File: src/sbd_pkg.sv
// Shared constants for the split bulk descriptor decode block
package sbd_pkg;
	// Register byte offsets
	localparam logic [7:0]  OFS_W0        = 8'h00;
	localparam logic [7:0]  OFS_W1        = 8'h04;
	localparam logic [7:0]  OFS_W2        = 8'h08;
	localparam logic [7:0]  OFS_W3        = 8'h0C;
	localparam logic [7:0]  OFS_CPU_ADDR  = 8'h10;
	localparam logic [7:0]  OFS_STATUS    = 8'h14;
	// Writable bit masks, reserved positions cleared
	localparam logic [31:0] MASK_W0       = 32'h9FFFFFF9;
	localparam logic [31:0] MASK_W1       = 32'hFFFF7FFF;
	localparam logic [31:0] MASK_W2       = 32'h1EFFFF00;
	localparam logic [31:0] MASK_W3       = 32'h00787FFF;
	localparam logic [31:0] RST_WORD      = 32'h00000000;
	// Word 0 fields
	localparam int          POS_ACTIVE    = 0;
	localparam int          POS_COUNT     = 3;
	localparam int          POS_MPS       = 18;
	localparam int          POS_EP_LOW    = 31;
	// Word 1 fields
	localparam int          POS_EP_HIGH   = 0;
	localparam int          POS_FUNC      = 3;
	localparam int          POS_TOKEN     = 10;
	localparam int          POS_KIND      = 12;
	localparam int          POS_SPLIT     = 14;
	localparam int          POS_SPEED     = 16;
	localparam int          POS_PORT      = 18;
	localparam int          POS_HUB       = 25;
	// Word 2 fields
	localparam int          POS_BUF_PTR   = 8;
	localparam int          POS_RELOAD    = 25;
	// Word 3 fields
	localparam int          POS_DONE      = 0;
	localparam int          POS_NAK       = 19;
	// Status register bits
	localparam int          POS_ST_ACTIVE = 0;
	localparam int          POS_ST_NAKEN  = 1;
	localparam int          POS_ST_MPSERR = 2;
	localparam int          POS_ST_TOKERR = 3;
	// Codes
	localparam logic [1:0]  TOK_OUT       = 2'h0;
	localparam logic [1:0]  TOK_IN        = 2'h1;
	localparam logic [1:0]  TOK_SETUP     = 2'h2;
	localparam logic [7:0]  PID_OUT       = 8'hE1;
	localparam logic [7:0]  PID_IN        = 8'h69;
	localparam logic [7:0]  PID_SETUP     = 8'h2D;
	localparam logic [7:0]  PID_NONE      = 8'h00;
	localparam logic [1:0]  SPEED_LOW     = 2'h2;
	localparam logic [1:0]  SPEED_FULL    = 2'h0;
	localparam logic [10:0] FS_MPS_MAX    = 11'h040;
	localparam logic [31:0] CPU_BASE      = 32'h00000400;
	localparam logic [3:0]  RELOAD_OFF    = 4'h0;
	localparam logic [1:0]  RESP_OKAY     = 2'h0;
	localparam logic [1:0]  RESP_DECERR   = 2'h3;
endpackage : sbd_pkg

File: src/sbd_field_decode.sv
// Splits descriptor words 0, 1 and 2 into their fields
`timescale 1ns/1ps
module sbd_field_decode (
	input  wire logic [31:0] w0_i,
	input  wire logic [31:0] w1_i,
	input  wire logic [31:0] w2_i,
	output logic      [6:0]  hub_id_o,
	output logic      [6:0]  port_id_o,
	output logic      [1:0]  speed_o,
	output logic             split_o,
	output logic      [1:0]  kind_o,
	output logic      [1:0]  token_o,
	output logic      [6:0]  func_id_o,
	output logic      [3:0]  endpoint_o,
	output logic      [10:0] mps_o,
	output logic      [14:0] count_o,
	output logic      [15:0] buf_ptr_o,
	output logic      [3:0]  reload_o
);
	assign hub_id_o   = w1_i[sbd_pkg::POS_HUB +: 7];
	assign port_id_o  = w1_i[sbd_pkg::POS_PORT +: 7];
	assign speed_o    = w1_i[sbd_pkg::POS_SPEED +: 2];
	assign split_o    = w1_i[sbd_pkg::POS_SPLIT];
	assign kind_o     = w1_i[sbd_pkg::POS_KIND +: 2];
	assign token_o    = w1_i[sbd_pkg::POS_TOKEN +: 2];
	assign func_id_o  = w1_i[sbd_pkg::POS_FUNC +: 7];
	// Upper three bits in word 1, lowest in word 0
	assign endpoint_o = {w1_i[sbd_pkg::POS_EP_HIGH +: 3],
		w0_i[sbd_pkg::POS_EP_LOW]};
	assign mps_o      = w0_i[sbd_pkg::POS_MPS +: 11];
	assign count_o    = w0_i[sbd_pkg::POS_COUNT +: 15];
	assign buf_ptr_o  = w2_i[sbd_pkg::POS_BUF_PTR +: 16];
	assign reload_o   = w2_i[sbd_pkg::POS_RELOAD +: 4];
endmodule : sbd_field_decode

File: src/sbd_retry_calc.sv
// Next NAK count, byte tally and retire decision per result
`timescale 1ns/1ps
module sbd_retry_calc (
	input  wire logic        active_i,
	input  wire logic [3:0]  reload_i,
	input  wire logic [3:0]  nak_cnt_i,
	input  wire logic [14:0] done_i,
	input  wire logic [14:0] count_i,
	input  wire logic        res_valid_i,
	input  wire logic        res_ack_i,
	input  wire logic        res_nak_i,
	input  wire logic        res_fatal_i,
	input  wire logic [14:0] res_bytes_i,
	output logic      [3:0]  next_nak_o,
	output logic      [14:0] next_done_o,
	output logic             clear_o
);
	logic [15:0] sum;

	always_comb begin
		sum         = {1'b0, done_i} + {1'b0, res_bytes_i};
		next_nak_o  = nak_cnt_i;
		next_done_o = done_i;
		clear_o     = 1'b0;
		if (active_i && res_valid_i) begin
			if (res_fatal_i) begin
				clear_o = 1'b1;
			end else if (res_nak_i) begin
				// Zero reload: counter left untouched
				if (reload_i != sbd_pkg::RELOAD_OFF) begin
					if (nak_cnt_i != 4'h0) begin
						next_nak_o = nak_cnt_i - 4'h1;
					end
					if (nak_cnt_i <= 4'h1) begin
						clear_o = 1'b1;
					end
				end
			end else if (res_ack_i) begin
				next_nak_o = reload_i;
				next_done_o = sum[15] ? 15'h7FFF : sum[14:0];
				if (sum >= {1'b0, count_i}) begin
					clear_o = 1'b1;
				end
			end
		end
	end
endmodule : sbd_retry_calc

File: src/sbd_split_desc.sv
// Split bulk/control descriptor registers, AXI4-Lite slave and decode
// Functional notes
// - Zero reload value: NAK results leave the retry counter alone.
// - Buffer pointer is internal address: (processor address - 400h) / 8.
// - Hub id in bits 63:57, port id in bits 56:50.
// - Split bit: zero plain high-speed, one split via translator.
// - Token code 00 OUT, 01 IN, 10 SETUP.
// - Seven-bit function address held in the second word.
// - Endpoint index rebuilt from word 1 bits and word 0 top bit.
// - Eleven-bit maximum payload; full-speed limit is 64 bytes.
// - Fifteen-bit byte count bounds the data this descriptor moves.
// - Software sets active bit; hardware clears on completion or fatal error.
// - Speed code S=1,E=0 low-speed, S=0,E=0 full-speed, splits only.
// - Active bit cleared when NAK counter reaches zero with nonzero reload.
//
// The register addresses and the AXI4-Lite slave port were decided locally.
`timescale 1ns/1ps
module sbd_split_desc (
	input  wire logic        CLK_I,
	input  wire logic        RST_B_I,
	input  wire logic [7:0]  S_AXI_AWADDR_I,
	input  wire logic        S_AXI_AWVALID_I,
	output logic             S_AXI_AWREADY_O,
	input  wire logic [31:0] S_AXI_WDATA_I,
	input  wire logic [3:0]  S_AXI_WSTRB_I,
	input  wire logic        S_AXI_WVALID_I,
	output logic             S_AXI_WREADY_O,
	output logic      [1:0]  S_AXI_BRESP_O,
	output logic             S_AXI_BVALID_O,
	input  wire logic        S_AXI_BREADY_I,
	input  wire logic [7:0]  S_AXI_ARADDR_I,
	input  wire logic        S_AXI_ARVALID_I,
	output logic             S_AXI_ARREADY_O,
	output logic      [31:0] S_AXI_RDATA_O,
	output logic      [1:0]  S_AXI_RRESP_O,
	output logic             S_AXI_RVALID_O,
	input  wire logic        S_AXI_RREADY_I,
	input  wire logic        RES_VALID_I,
	input  wire logic        RES_ACK_I,
	input  wire logic        RES_NAK_I,
	input  wire logic        RES_FATAL_I,
	input  wire logic [14:0] RES_BYTES_I,
	output logic             DESC_ACTIVE_O,
	output logic      [6:0]  HUB_ID_O,
	output logic      [6:0]  PORT_ID_O,
	output logic             SPLIT_O,
	output logic             LOW_SPEED_O,
	output logic      [1:0]  EP_KIND_O,
	output logic      [7:0]  TOKEN_PID_O,
	output logic      [6:0]  FUNC_ID_O,
	output logic      [3:0]  ENDPOINT_O,
	output logic      [10:0] MAX_PAYLOAD_O,
	output logic      [14:0] BYTE_COUNT_O,
	output logic      [15:0] BUF_PTR_O,
	output logic             NAK_LIMIT_EN_O,
	output logic             CFG_ERR_O
);
	logic        aw_held;
	logic [7:0]  aw_addr;
	logic        w_held;
	logic [31:0] w_data;
	logic [3:0]  w_strb;
	logic [31:0] w0;
	logic [31:0] w1;
	logic [31:0] w2;
	logic [31:0] w3;
	logic        wr_fire;
	logic        wr_w0;
	logic        wr_w1;
	logic        wr_w2;
	logic        wr_w3;
	logic        wr_known;
	logic [31:0] next_rdata;
	logic        rd_known;
	logic [6:0]  hub_id;
	logic [6:0]  port_id;
	logic [1:0]  speed;
	logic        split;
	logic [1:0]  kind;
	logic [1:0]  token;
	logic [6:0]  func_id;
	logic [3:0]  endpoint;
	logic [10:0] mps;
	logic [14:0] count;
	logic [15:0] buf_ptr;
	logic [3:0]  reload;
	logic [3:0]  next_nak;
	logic [14:0] next_done;
	logic        clear_active;
	logic        hw_event;
	logic        mps_err;
	logic        tok_err;
	logic [7:0]  next_pid;
	logic [31:0] cpu_addr;
	logic [31:0] status;

	// Byte-lane merge; masked positions always store zero
	function automatic logic [31:0] merge(input logic [31:0] old,
		input logic [31:0] data, input logic [3:0] strb,
		input logic [31:0] mask);
		logic [31:0] r;
		r = old;
		for (int b = 0; b < 4; b++) begin
			if (strb[b]) begin
				r[b*8 +: 8] = data[b*8 +: 8];
			end
		end
		merge = r & mask;
	endfunction : merge

	// Write channel: address and data taken independently
	assign S_AXI_AWREADY_O = !aw_held && !S_AXI_BVALID_O;
	assign S_AXI_WREADY_O  = !w_held && !S_AXI_BVALID_O;
	assign wr_fire = aw_held && w_held && !S_AXI_BVALID_O;

	always_ff @(posedge CLK_I or negedge RST_B_I) begin
		if (!RST_B_I) begin
			aw_held <= 1'b0;
			aw_addr <= 8'h00;
		end else if (S_AXI_AWVALID_I && S_AXI_AWREADY_O) begin
			aw_held <= 1'b1;
			aw_addr <= S_AXI_AWADDR_I;
		end else if (wr_fire) begin
			aw_held <= 1'b0;
		end
	end

	always_ff @(posedge CLK_I or negedge RST_B_I) begin
		if (!RST_B_I) begin
			w_held <= 1'b0;
			w_data <= 32'h00000000;
			w_strb <= 4'h0;
		end else if (S_AXI_WVALID_I && S_AXI_WREADY_O) begin
			w_held <= 1'b1;
			w_data <= S_AXI_WDATA_I;
			w_strb <= S_AXI_WSTRB_I;
		end else if (wr_fire) begin
			w_held <= 1'b0;
		end
	end

	always_comb begin
		wr_w0 = 1'b0;
		wr_w1 = 1'b0;
		wr_w2 = 1'b0;
		wr_w3 = 1'b0;
		wr_known = 1'b1;
		if ({aw_addr[7:2], 2'h0} == sbd_pkg::OFS_W0) begin
			wr_w0 = wr_fire;
		end else if ({aw_addr[7:2], 2'h0} == sbd_pkg::OFS_W1) begin
			wr_w1 = wr_fire;
		end else if ({aw_addr[7:2], 2'h0} == sbd_pkg::OFS_W2) begin
			wr_w2 = wr_fire;
		end else if ({aw_addr[7:2], 2'h0} == sbd_pkg::OFS_W3) begin
			wr_w3 = wr_fire;
		end else if ({aw_addr[7:2], 2'h0} != sbd_pkg::OFS_CPU_ADDR &&
			{aw_addr[7:2], 2'h0} != sbd_pkg::OFS_STATUS) begin
			wr_known = 1'b0;
		end
	end

	always_ff @(posedge CLK_I or negedge RST_B_I) begin
		if (!RST_B_I) begin
			S_AXI_BVALID_O <= 1'b0;
			S_AXI_BRESP_O  <= sbd_pkg::RESP_OKAY;
		end else if (wr_fire) begin
			S_AXI_BVALID_O <= 1'b1;
			S_AXI_BRESP_O  <= wr_known ? sbd_pkg::RESP_OKAY
				: sbd_pkg::RESP_DECERR;
		end else if (S_AXI_BREADY_I) begin
			S_AXI_BVALID_O <= 1'b0;
		end
	end

	// Descriptor words
	assign hw_event = RES_VALID_I && w0[sbd_pkg::POS_ACTIVE];

	always_ff @(posedge CLK_I or negedge RST_B_I) begin
		if (!RST_B_I) begin
			w0 <= sbd_pkg::RST_WORD;
		end else if (wr_w0 && w_strb[0]) begin
			// Software value of the active bit wins, so a set is kept
			w0 <= merge(w0, w_data, w_strb, sbd_pkg::MASK_W0);
		end else if (wr_w0) begin
			w0 <= merge(w0, w_data, w_strb, sbd_pkg::MASK_W0);
			if (clear_active) begin
				w0[sbd_pkg::POS_ACTIVE] <= 1'b0;
			end
		end else if (clear_active) begin
			w0[sbd_pkg::POS_ACTIVE] <= 1'b0;
		end
	end

	always_ff @(posedge CLK_I or negedge RST_B_I) begin
		if (!RST_B_I) begin
			w1 <= sbd_pkg::RST_WORD;
			w2 <= sbd_pkg::RST_WORD;
		end else begin
			if (wr_w1) begin
				w1 <= merge(w1, w_data, w_strb, sbd_pkg::MASK_W1);
			end
			if (wr_w2) begin
				w2 <= merge(w2, w_data, w_strb, sbd_pkg::MASK_W2);
			end
		end
	end

	always_ff @(posedge CLK_I or negedge RST_B_I) begin
		if (!RST_B_I) begin
			w3 <= sbd_pkg::RST_WORD;
		end else if (wr_w3) begin
			w3 <= merge(w3, w_data, w_strb, sbd_pkg::MASK_W3);
		end else if (hw_event) begin
			w3[sbd_pkg::POS_NAK +: 4]   <= next_nak;
			w3[sbd_pkg::POS_DONE +: 15] <= next_done;
		end
	end

	sbd_field_decode u_decode (
		.w0_i       (w0),
		.w1_i       (w1),
		.w2_i       (w2),
		.hub_id_o   (hub_id),
		.port_id_o  (port_id),
		.speed_o    (speed),
		.split_o    (split),
		.kind_o     (kind),
		.token_o    (token),
		.func_id_o  (func_id),
		.endpoint_o (endpoint),
		.mps_o      (mps),
		.count_o    (count),
		.buf_ptr_o  (buf_ptr),
		.reload_o   (reload)
	);

	sbd_retry_calc u_retry (
		.active_i    (w0[sbd_pkg::POS_ACTIVE]),
		.reload_i    (reload),
		.nak_cnt_i   (w3[sbd_pkg::POS_NAK +: 4]),
		.done_i      (w3[sbd_pkg::POS_DONE +: 15]),
		.count_i     (count),
		.res_valid_i (RES_VALID_I),
		.res_ack_i   (RES_ACK_I),
		.res_nak_i   (RES_NAK_I),
		.res_fatal_i (RES_FATAL_I),
		.res_bytes_i (RES_BYTES_I),
		.next_nak_o  (next_nak),
		.next_done_o (next_done),
		.clear_o     (clear_active)
	);

	// Derived checks and token PID
	assign mps_err = split && (speed == sbd_pkg::SPEED_FULL)
		&& (mps > sbd_pkg::FS_MPS_MAX);
	assign tok_err = (token != sbd_pkg::TOK_OUT) &&
		(token != sbd_pkg::TOK_IN) && (token != sbd_pkg::TOK_SETUP);

	always_comb begin
		case (token)
			sbd_pkg::TOK_OUT:   next_pid = sbd_pkg::PID_OUT;
			sbd_pkg::TOK_IN:    next_pid = sbd_pkg::PID_IN;
			sbd_pkg::TOK_SETUP: next_pid = sbd_pkg::PID_SETUP;
			default:            next_pid = sbd_pkg::PID_NONE;
		endcase
	end

	// Processor view of the buffer pointer
	assign cpu_addr = {13'h0000, buf_ptr, 3'h0} + sbd_pkg::CPU_BASE;

	always_comb begin
		status = 32'h00000000;
		status[sbd_pkg::POS_ST_ACTIVE] = w0[sbd_pkg::POS_ACTIVE];
		status[sbd_pkg::POS_ST_NAKEN]  = reload != sbd_pkg::RELOAD_OFF;
		status[sbd_pkg::POS_ST_MPSERR] = mps_err;
		status[sbd_pkg::POS_ST_TOKERR] = tok_err;
	end

	// Registered decoded outputs
	always_ff @(posedge CLK_I or negedge RST_B_I) begin
		if (!RST_B_I) begin
			HUB_ID_O       <= 7'h00;
			PORT_ID_O      <= 7'h00;
			SPLIT_O        <= 1'b0;
			LOW_SPEED_O    <= 1'b0;
			EP_KIND_O      <= 2'h0;
			TOKEN_PID_O    <= sbd_pkg::PID_NONE;
			FUNC_ID_O      <= 7'h00;
			ENDPOINT_O     <= 4'h0;
			MAX_PAYLOAD_O  <= 11'h000;
			BYTE_COUNT_O   <= 15'h0000;
			BUF_PTR_O      <= 16'h0000;
			NAK_LIMIT_EN_O <= 1'b0;
			CFG_ERR_O      <= 1'b0;
		end else begin
			HUB_ID_O       <= hub_id;
			PORT_ID_O      <= port_id;
			SPLIT_O        <= split;
			LOW_SPEED_O    <= split && (speed == sbd_pkg::SPEED_LOW);
			EP_KIND_O      <= kind;
			TOKEN_PID_O    <= next_pid;
			FUNC_ID_O      <= func_id;
			ENDPOINT_O     <= endpoint;
			MAX_PAYLOAD_O  <= mps;
			BYTE_COUNT_O   <= count;
			BUF_PTR_O      <= buf_ptr;
			NAK_LIMIT_EN_O <= reload != sbd_pkg::RELOAD_OFF;
			CFG_ERR_O      <= mps_err || tok_err;
		end
	end

	assign DESC_ACTIVE_O = w0[sbd_pkg::POS_ACTIVE];

	// Read channel
	assign S_AXI_ARREADY_O = !S_AXI_RVALID_O;

	always_comb begin
		rd_known = 1'b1;
		if ({S_AXI_ARADDR_I[7:2], 2'h0} == sbd_pkg::OFS_W0) begin
			next_rdata = w0;
		end else if ({S_AXI_ARADDR_I[7:2], 2'h0} == sbd_pkg::OFS_W1) begin
			next_rdata = w1;
		end else if ({S_AXI_ARADDR_I[7:2], 2'h0} == sbd_pkg::OFS_W2) begin
			next_rdata = w2;
		end else if ({S_AXI_ARADDR_I[7:2], 2'h0} == sbd_pkg::OFS_W3) begin
			next_rdata = w3;
		end else if ({S_AXI_ARADDR_I[7:2], 2'h0} == sbd_pkg::OFS_CPU_ADDR) begin
			next_rdata = cpu_addr;
		end else if ({S_AXI_ARADDR_I[7:2], 2'h0} == sbd_pkg::OFS_STATUS) begin
			next_rdata = status;
		end else begin
			next_rdata = 32'h00000000;
			rd_known = 1'b0;
		end
	end

	always_ff @(posedge CLK_I or negedge RST_B_I) begin
		if (!RST_B_I) begin
			S_AXI_RVALID_O <= 1'b0;
			S_AXI_RDATA_O  <= 32'h00000000;
			S_AXI_RRESP_O  <= sbd_pkg::RESP_OKAY;
		end else if (S_AXI_ARVALID_I && S_AXI_ARREADY_O) begin
			S_AXI_RVALID_O <= 1'b1;
			S_AXI_RDATA_O  <= next_rdata;
			S_AXI_RRESP_O  <= rd_known ? sbd_pkg::RESP_OKAY
				: sbd_pkg::RESP_DECERR;
		end else if (S_AXI_RREADY_I) begin
			S_AXI_RVALID_O <= 1'b0;
		end
	end
endmodule : sbd_split_desc

File: config.mk
export PLATFORM = sky130hd
export DESIGN_NAME = sbd_split_desc
export DESIGN_NICKNAME = d
export VERILOG_FILES = /design/src/sbd_pkg.sv /design/src/sbd_field_decode.sv /design/src/sbd_retry_calc.sv /design/src/sbd_split_desc.sv
export SDC_FILE = /design/constraint.sdc
export NUM_CORES = 1
export LEC_CHECK = 0
export ABC_AREA = 1
export BUFFER_PORTS_ARGS = -buffer_cell sky130_fd_sc_hd__buf_4
export CAP_MARGIN = 25
export CORE_AREA = 2 2 207 209
export DETAILED_ROUTE_END_ITERATION = 10
export DIE_AREA = 0 0 209 211
export PLACE_DENSITY = 0.48
export SLEW_MARGIN = 20
export SYNTH_ARGS = -nofsm -noshare
export SYNTH_HDL_FRONTEND = slang
export SYNTH_HIERARCHICAL = 1
export SYNTH_SLANG_ARGS = --single-unit
File: constraint.sdc
create_clock -name CLK_I -period 3.1 [get_ports CLK_I]
set_clock_uncertainty 0.1 [all_clocks]
set_input_delay 0.31 -clock CLK_I [delete_from_list [all_inputs] [get_ports CLK_I]]
set_output_delay 0.31 -clock CLK_I [all_outputs]
set_load 0.01 [all_outputs]
Word-level counts from Yosys, hierarchy flattened
Cells that the tools add are included.

Mux-type cells: 69. Eq/ne operators: 22. $add $sub $neg: 3. Reductions and logical operators: 46. $lt $le $gt $ge: 3.

Operator list (number): $mux 32 (3); $mux 15 (6); $mux 8 (5); $mux 1 (38); $mux 4 (8); $mux 31 (1); $mux 29 (1); $eq 6x2->1 const B (4); $pmux 8 s3 (1); $mux 23 (1); $add 19x11->20 const B (1); $mux 20 (1); $add 15x15->16 (1); $ge 16x15->1 (1); $reduce_bool 2->1 (8); $logic_and 1x1->1 (15); $mux 7 (2); $reduce_and 2->1 (7); $eq 6x1->1 const B (2); $eq 6x3->1 const B (2); $logic_not 6->1 (2); $ne 6x3->1 const B (2); $gt 11x7->1 const B (1); $reduce_and 5->1 (2); other kinds (14) (28).

Bits of input ports: 78. Logic and storage cells: 178. Register bits after elaboration: 267. Output and inout port bits: 123.

Logic depth before layout (Yosys ltp)
Gate-level depths: netlist of run 1.

Word-level depth: 10. Gate-level depth with buffers: 27. Mapped depth without buffers: 27.

Cells and area by module
Netlist of run 1, hierarchy kept.

Modules (own cells, without submodules): sbd_split_desc (times used 1, area each 10234.8 um^2, seq. area each 6406.1 um^2, cells each 1071); sbd_retry_calc (times used 1, area each 1650.3 um^2, seq. area each 0.0 um^2, cells each 275); sbd_field_decode (times used 1, area each 585.6 um^2, seq. area each 0.0 um^2, cells each 78).

Worst setup path before layout of run 1
Ideal clock, no wire load.

Kind: reg-to-reg. Start: reg w3[0]. End: reg w0[0]. Data required time: 2.917 ns. Setup slack: 0.120 ns. Path buffers: 0. Clock period less this slack: 2.980 ns. Setup time: 0.083 ns. Cell stages (with the launch flop): 27. Arrival: 2.797 ns. Cell sequence: dfrtp_1 ha_1 inv_1 fa_1 inv_1 nand2_1 nand2_1 a21oi_2 o21ai_2 nand2_2 o21bai_2 xnor2_1 inv_1 ha_1 nand3_1 nand2_1 nand2_1 nand2_1 nand2_1 nand2_1 a21oi_1 nand3_1 nand2_1 a21oi_1 nor2_1 nand2_1 o21ai_0.

Word-level cells in the longest chain between the ends: 10. Elaborated cells between the ends (all ways): 11. Those cells by class: add/sub: 1; order compare: 1; mux: 8; reduce/logical: 1.

Ends and longest elaborated chain: from (decl) (RTL line sbd_split_desc.sv:66) `logic [31:0] w3;`; from (signal assigned) (RTL line sbd_split_desc.sv:210) `w3 <= sbd_pkg::RST_WORD;`; from (signal assigned) (RTL line sbd_split_desc.sv:212) `w3 <= merge(w3, w_data, w_strb, sbd_pkg::MASK_W3);`; from (signal, indexed assignment) (RTL line sbd_split_desc.sv:214) `w3[sbd_pkg::POS_NAK +: 4] <= next_nak;`; $add 15x15->16 * (RTL line sbd_retry_calc.sv:21) `sum = {1'b0, done_i} + {1'b0, res_bytes_i};`; $ge 16x15->1 * (RTL line sbd_retry_calc.sv:41) `if (sum >= {1'b0, count_i}) begin`; $mux 1 * (RTL line sbd_retry_calc.sv:41); $mux 1 * (RTL line sbd_retry_calc.sv:38) `end else if (res_ack_i) begin`; $mux 1 * (RTL line sbd_retry_calc.sv:28) `end else if (res_nak_i) begin`; $mux 1 * (RTL line sbd_retry_calc.sv:26) `if (res_fatal_i) begin`; $mux 1 * (RTL line sbd_retry_calc.sv:25) `if (active_i && res_valid_i) begin`; named net clear_active (RTL line sbd_split_desc.sv:89) `logic clear_active;`; $mux 1 (RTL line sbd_split_desc.sv:186) `if (clear_active) begin`; $mux 1 (RTL line sbd_split_desc.sv:184) `end else if (wr_w0) begin`; $mux 32 (RTL line sbd_split_desc.sv:181) `end else if (wr_w0 && w_strb[0]) begin`; to (signal assigned) (RTL line sbd_split_desc.sv:180) `w0 <= sbd_pkg::RST_WORD;`; to (signal assigned) (RTL line sbd_split_desc.sv:183) `w0 <= merge(w0, w_data, w_strb, sbd_pkg::MASK_W0);`; to (signal assigned) (RTL line sbd_split_desc.sv:185) `w0 <= merge(w0, w_data, w_strb, sbd_pkg::MASK_W0);`; to (decl) (RTL line sbd_split_desc.sv:63) `logic [31:0] w0;`.

Mark *: on every way through the listed nets, which the timed path passes. The rest lies on a longest branch. A chain may end at the register's enable or synchronous reset.

Worst setup path in the final report of run 1
Same ends and word-level chain as after synthesis.

==> metrics.csv, run 1 <==
metric,value,unit
worst_ir_drop_vdd,0.469,mV
timing.final.crit_period,3.20,ns
total_power_per_unit_cell_area,901,nW/µm²
grt_overflow,0,
count_of_input_and_output_buffers,194,
drv.max_cap_violation_count,0,
clkSlewWorstSetupHoldPaths,0.06,ns
worstPathMaxFanout,2,
drive_gt1_share,22.0,%
fp.dieW,209,µm
routed_wl,39900,µm
critical_path.startpoint_type,flop,
setup_viol,1,
achievable-frequency,313,MHz
postSynthCellCount,1424,
drt_drc_violations_left,0,
synth.yosys.warnings,6,
cts_num_sinks,256,
r2r-end,w0[0]$_DFFE_PN0P_,
n_fill_cell,4222,
first_global_vias,9976,
synth_enable_flop_cells,0,
floorplan.die.height,211,µm
rr_startpoint,w3[0]$_DFFE_PN0P_,
total_number_of_vias,10072,
r2r_slack,-0.1,ns
antenna_left,0,
global_route_track_usage_on_met1,25.9,%
cts.htree.levels,1,
endpoint_kind,flop,
syn2layout_area_growth,27.4,%
detailedRoute.firstPassIterationCount,5,
antenna_found_initial,2,
die_area,44100,µm²
met2_usage,29.2,%
syn-cell-area,12500,µm²
ys_seq_elements,256,
critical_path.startpoint,w3[0]$_DFFE_PN0P_,
p_leak,8.11,nW
placementRows,75,
outcome,finished with violations,
post-place-cells,2093,
layout.cells.non_filler,2199,
insertion_delay,0.59,ns
pre_cts_slack,-0.225,ns
groute.usage.overall,18.2,%
clk_root_buffer_cell,sky130_fd_sc_hd__clkbuf_16,
nNetsFinal,1754,
critical_path_required,3.47,ns
grt_start_max_net_pins,74,
worstMarginPinSlew,0.786,ns
wl_per_cell,18.2,µm
tightest_hold_margin,0.0410,ns
synth-main-ff-cell,sky130_fd_sc_hd__dfrtp_1,
detailedRoute.firstIterationViolations,585,
report.final.hold_viol_count,0,
cts_buffers,31,
routed_via_density,4.58,
grt.busiest_layer,met2,
core,41800,µm²
mostFrequentLayoutCells,"sky130_fd_sc_hd__nand2_1 (340), sky130_fd_sc_hd__dfrtp_1 (256), sky130_fd_sc_hd__buf_4 (247)",
global_route.usage.met3,2.36,%
post-dp-hpwl,29700,µm
post-route-period-util,103,%
top_level_port_count,201,
tritoncts_clock_tree,yes,
timing.slew.headroom,47.4,%
post_synthesis_average_cell_area,8.76,µm²
crit_end,w0[0]$_DFFE_PN0P_,
ctsLongestPathBuffers,3,
postSynth.asyncResetShare,100,%
violations_in_the_final_reports,negative setup slack,
start_util,29.9,%
sequential_element_share_of_the_synthesized_area,51.4,%
gp_congestion,0.826,
final_common_cell,sky130_fd_sc_hd__nand2_1,
final_critical_path_setup_slack,-0.0996,ns
grt_first_pass_wirelength,61300,µm
diodes,0,
synth_cell_type_count,49,
hold_wc_path_type,in2reg,
grt_setup_unrepaired,yes,
finalCoreUtilization,38.0,%
total_negative_setup_slacks,-0.0996,ns
drv_slew,0,
r2r.worst_path.cells,23,
timing_worst_setup_path_type,reg2reg,
cp_data_arrival_time,3.57,ns
==> layer usage <==
layer / routed length [µm] / part of all wire [%]
met5: 26 / 0.065
met1: 18800 / 47
met4: 861 / 2.2
met2: 18400 / 46
met3: 1820 / 4.6
==> flip-flops by register name (all words and copies together) (netlist names), 2 cells and up <==
register and count:
MAX_PAYLOAD_O 11, PORT_ID_O 7, FUNC_ID_O 7, aw_addr 6, w3 19, w_data 32, BYTE_COUNT_O 15, EP_KIND_O 2
ENDPOINT_O 4, w1 31, w0 28, BUF_PTR_O 16, w2 20, S_AXI_RDATA_O 32, w_strb 4, TOKEN_PID_O 5
HUB_ID_O 7
==> how the worst min path moves through the flow <==
stage	end	depth (start not counted)	slack, ns	start
after floorplan	BUF_PTR_O[0]$_DFF_PN0_	0	-0.09	RST_B_I
after global placement	HUB_ID_O[6]$_DFF_PN0_	1	0.24	RST_B_I
after detailed placement	HUB_ID_O[6]$_DFF_PN0_	1	0.24	RST_B_I
after CTS	aw_held$_DFFE_PN0P_	3	0.02	S_AXI_AWVALID_I
after global routing	aw_held$_DFFE_PN0P_	3	0.08	S_AXI_AWVALID_I
final	aw_held$_DFFE_PN0P_	3	0.04	S_AXI_AWVALID_I
==> worst max-delay path, cell delays in order, from the launching register on <==
cell and delay, ns:
sky130_fd_sc_hd__dfrtp_1 0.38, sky130_fd_sc_hd__ha_2 0.18, sky130_fd_sc_hd__inv_2 0.06, sky130_fd_sc_hd__fa_2 0.22, sky130_fd_sc_hd__inv_2 0.03, sky130_fd_sc_hd__nand2_1 0.04
sky130_fd_sc_hd__nand2_1 0.06, sky130_fd_sc_hd__a21oi_2 0.19, sky130_fd_sc_hd__o21ai_2 0.10, sky130_fd_sc_hd__buf_4 0.14, sky130_fd_sc_hd__buf_4 0.13, sky130_fd_sc_hd__xor2_1 0.15
sky130_fd_sc_hd__ha_1 0.27, sky130_fd_sc_hd__nand2_1 0.06, sky130_fd_sc_hd__inv_1 0.06, sky130_fd_sc_hd__nand3_1 0.09, sky130_fd_sc_hd__nor3_1 0.21, sky130_fd_sc_hd__nand4_1 0.14
sky130_fd_sc_hd__nand3_2 0.11, sky130_fd_sc_hd__nand2_2 0.05, sky130_fd_sc_hd__a21oi_2 0.12, sky130_fd_sc_hd__nor2_1 0.05, sky130_fd_sc_hd__nand2_1 0.05, sky130_fd_sc_hd__o21ai_1 0.07
==> power breakdown <==
group	total (W)	switching [W]	internal [W]
logic	0.00528	0.00295	0.00233
registers	0.00526	0.000871	0.00439
clock network	0.00378	0.00153	0.00225
total	0.0143	0.00535	0.00897
==> kinds of logic (layout without fill, tap and decap cells) <==
logic type / Yosys count / count (layout) / share of synthesized area, %
xor gates and xnor gates: 15 / 15 / 1.05
DFF: 256 / 256 / 51.4
other: 1 / 2 / 0.0301
and+or+nand+nor: 599 / 599 / 20.7
muxes: 6 / 6 / 0.542
adders and majority gates: 40 / 40 / 4.07
AOI/OAI and AO/OA: 241 / 241 / 11.1
buffers and inverters: 266 / 501 / 11.1
==> synthesized netlist by cell type, drive strengths merged (6+ instances only) <==
cell type | count | area, µm²
dfrtp | 256 | 6410
buf | 106 | 787
nand2 | 350 | 1340
xnor2 | 7 | 61.3
o211ai | 8 | 65.1
nor3 | 7 | 57.6
nand4 | 20 | 125
ha | 39 | 488
a22oi | 13 | 97.6
nor2 | 137 | 603
o22ai | 9 | 56.3
nand3 | 82 | 438
clkbuf | 16 | 60.1
inv | 143 | 537
mux2 | 6 | 67.6
a21oi | 69 | 364
xor2 | 8 | 70.1
o21a | 13 | 97.6
o21ai | 113 | 573
==> cell type report <==
cell class	count	area, µm²	share of cell area, %
Tap cell	539	674	4.25
Timing Repair Buffer	300	2440	15.4
Inverter	144	541	3.40
Multi-Input combinational cell	903	4750	29.9
Sequential cell	256	6410	40.3
Clock inverter	15	193	1.21
Clock buffer	42	877	5.52
==> timing repair <==
item / 4_1_cts / 5_1_grt
gates resized for setup: 3 / 13
endpoints found under the setup margin: 1 / 1
pin swaps: 2 / 12
endpoints found under the hold margin: 118 / 0
hold buffers: 47 / 0
buffers inserted: 1 / 1
==> per-stage QoR <==
stage,cell area (µm²),power (W)
finish,15900,0.0143
global route,15900,0.0154
floorplan,12500,0.00834
global placement,14300,0.0104
detailed placement,14300,0.0104
CTS,15800,0.0144
No activity file was read; power rests on OpenSTA's default activity.
==> run 2: changes to the inputs <==
CORE_AREA = 4 4 209 211   (was 2 2 207 209)
DIE_AREA = 0 0 213 215   (was 0 0 209 211)
==> metrics.csv, run 2 (synthesis gave the netlist of run 1 again) <==
metric,value,unit,change
total_power_per_unit_cell_area,895,nW/µm²,was 901 nW/µm²
gp_congestion,0.823,,was 0.826
mostFrequentLayoutCells,"sky130_fd_sc_hd__nand2_1 (339), sky130_fd_sc_hd__dfrtp_1 (256), sky130_fd_sc_hd__buf_4 (253)",,"was sky130_fd_sc_hd__nand2_1 (340), sky130_fd_sc_hd__dfrtp_1 (256), sky130_fd_sc_hd__buf_4 (247)"
final_critical_path_setup_slack,-0.0139,ns,was -0.0996 ns
p_leak,8.11,nW,about the same
drv_slew,0,,unchanged
cp_data_arrival_time,3.52,ns,was 3.57 ns
detailedRoute.firstIterationViolations,539,,was 585
timing.final.crit_period,3.11,ns,was 3.20 ns
grt_first_pass_wirelength,62700,µm,was 61300 µm
nNetsFinal,1756,,was 1754
cts.htree.levels,1,,unchanged
worstMarginPinSlew,0.768,ns,was 0.786 ns
drive_gt1_share,22.0,%,about the same
grt_start_max_net_pins,84,,was 74
achievable-frequency,321,MHz,was 313 MHz
ctsLongestPathBuffers,3,,unchanged
post-route-period-util,100,%,was 103%
critical_path_required,3.51,ns,was 3.47 ns
timing_worst_setup_path_type,reg2reg,,unchanged
timing.slew.headroom,48.6,%,was 47.4%
worst_ir_drop_vdd,0.487,mV,was 0.469 mV
tightest_hold_margin,0.0740,ns,was 0.0410 ns
grt_overflow,0,,unchanged
drv.max_cap_violation_count,0,,unchanged
drt_drc_violations_left,0,,unchanged
antenna_left,0,,unchanged
total_negative_setup_slacks,-0.0139,ns,was -0.0996 ns
die_area,45800,µm²,was 44100 µm²
wl_per_cell,18.6,µm,was 18.2 µm
fp.dieW,213,µm,was 209 µm
start_util,29.9,%,unchanged
setup_viol,1,,unchanged
grt_setup_unrepaired,yes,,unchanged
final_cell_area,15800,µm²,was 15900 µm²
hold_wc_path_type,in2reg,,unchanged
syn2layout_area_growth,27.0,%,was 27.4%
largest_regs,"S_AXI_RDATA_O x32, w_data x32, w1 x31",,unchanged
worstPathMaxFanout,4,,was 2
tritoncts_clock_tree,yes,,unchanged
detailedRoute.firstPassIterationCount,5,,unchanged
postPlaceCellArea,14300,µm²,about the same
endpoint_kind,flop,,unchanged
report.final.hold_viol_count,0,,unchanged
floorplan.die.height,215,µm,was 211 µm
routed_via_density,4.62,,was 4.58
critical_path.startpoint_type,flop,,unchanged
outcome,finished with violations,,unchanged
n_fill_cell,4253,,was 4222
routed_wl,41000,µm,was 39900 µm
clkSlewWorstSetupHoldPaths,0.07,ns,was 0.06 ns
count_of_input_and_output_buffers,194,,unchanged
post-dp-hpwl,30600,µm,was 29700 µm
antenna_found_initial,2,,unchanged
cts_num_sinks,256,,unchanged
placementRows,75,,unchanged
top_level_port_count,201,,unchanged
clk_root_buffer_cell,sky130_fd_sc_hd__clkbuf_16,,unchanged
insertion_delay,0.58,ns,was 0.59 ns
core,41800,µm²,unchanged
groute.usage.overall,17.7,%,was 18.2%
first_global_vias,10255,,was 9976
total_number_of_vias,10174,,was 10072
cts_buffers,30,,was 31
violations_in_the_final_reports,negative setup slack,,unchanged
pre_cts_slack,-0.224,ns,was -0.225 ns
final_common_cell,sky130_fd_sc_hd__nand2_1,,unchanged
[run 2: area by class of cell]
type	instances	area (µm²)	share of cell area (%)
sequential	256	6410	40.4
antenna	1	2.50	0.0158
tap	539	674	4.26
inverter	144	541	3.41
clock buffer	42	866	5.47
timing repair buffer	303	2430	15.4
clock inverter	13	178	1.12
multi-input combinational	903	4740	29.9
[run 2: metrics by stage]
step	cells	power, W	util, %
floorplan	1425	0.00834	-
global route	2201	0.0153	37.9
CTS	2199	0.0143	37.8
finish	2201	0.0142	37.9
detailed placement	2098	0.0104	34.2
global placement	2098	0.0104	34.2
[run 2: metal layers]
layer  up-vias  part of all wire [%]  GRT usage (%)
met5         -                 0.032              0
met4         2                   1.9           4.25
met3        54                   5.6           3.16
met2       276                    47           28.5
met1      4878                    46           24.8
li1       4964                     -              -
[run 2: worst max-delay path, stage by stage (launching register included)]
cell and delay, ns:
sky130_fd_sc_hd__dfrtp_1 0.39, sky130_fd_sc_hd__buf_4 0.14, sky130_fd_sc_hd__ha_1 0.28, sky130_fd_sc_hd__nand3_1 0.08, sky130_fd_sc_hd__nand3_1 0.09, sky130_fd_sc_hd__nand2_1 0.09, sky130_fd_sc_hd__nand2_2 0.10, sky130_fd_sc_hd__nand2_1 0.08
sky130_fd_sc_hd__nand3_1 0.10, sky130_fd_sc_hd__xnor2_2 0.17, sky130_fd_sc_hd__inv_1 0.06, sky130_fd_sc_hd__ha_1 0.32, sky130_fd_sc_hd__a21oi_2 0.16, sky130_fd_sc_hd__nand2_1 0.07, sky130_fd_sc_hd__nand2_1 0.05, sky130_fd_sc_hd__nand2_1 0.04
sky130_fd_sc_hd__nand2_1 0.05, sky130_fd_sc_hd__nand2_1 0.05, sky130_fd_sc_hd__a21oi_1 0.12, sky130_fd_sc_hd__nand3_1 0.12, sky130_fd_sc_hd__nand2_1 0.09, sky130_fd_sc_hd__a21oi_2 0.05, sky130_fd_sc_hd__nor2_1 0.09, sky130_fd_sc_hd__nand2_1 0.05
sky130_fd_sc_hd__o21ai_1 0.08
[run 2: timing repair]
item / 4_1_cts / 5_1_grt
endpoints found under the hold margin: 126 / 0
setup endpoints to repair: 1 / 1
hold buffers: 46 / 0
resized for setup: 3 / 11
pin swaps: 1 / 6
setup buffers: 0 / 1
[run 2: power by group]
group          internal (W)  switching (W)  total (W)
Clock               0.00220        0.00149    0.00369
Combinational       0.00231        0.00290    0.00521
Sequential          0.00439       0.000891    0.00528
Total               0.00890        0.00528     0.0142
[run 2: path summary, 6_finish.rpt]
check / endpoint / from / cells after the start / slack (ns)
min in group asynchronous: HUB_ID_O[6]$_DFF_PN0_ / RST_B_I / 2 / 0.24
worst min register to register: HUB_ID_O[5]$_DFF_PN0_ / w1[30]$_DFFE_PN0P_ / 0 / 0.30
max in group asynchronous: FUNC_ID_O[5]$_DFF_PN0_ / RST_B_I / 3 / 1.86
worst max register to register: w0[0]$_DFFE_PN0P_ / w3[1]$_DFFE_PN0P_ / 24 / -0.01
worst max-delay path: w0[0]$_DFFE_PN0P_ / w3[1]$_DFFE_PN0P_ / 24 / -0.01
worst min-delay path: S_AXI_RDATA_O[15]$_DFFE_PN0P_ / S_AXI_ARADDR_I[3] / 5 / 0.07
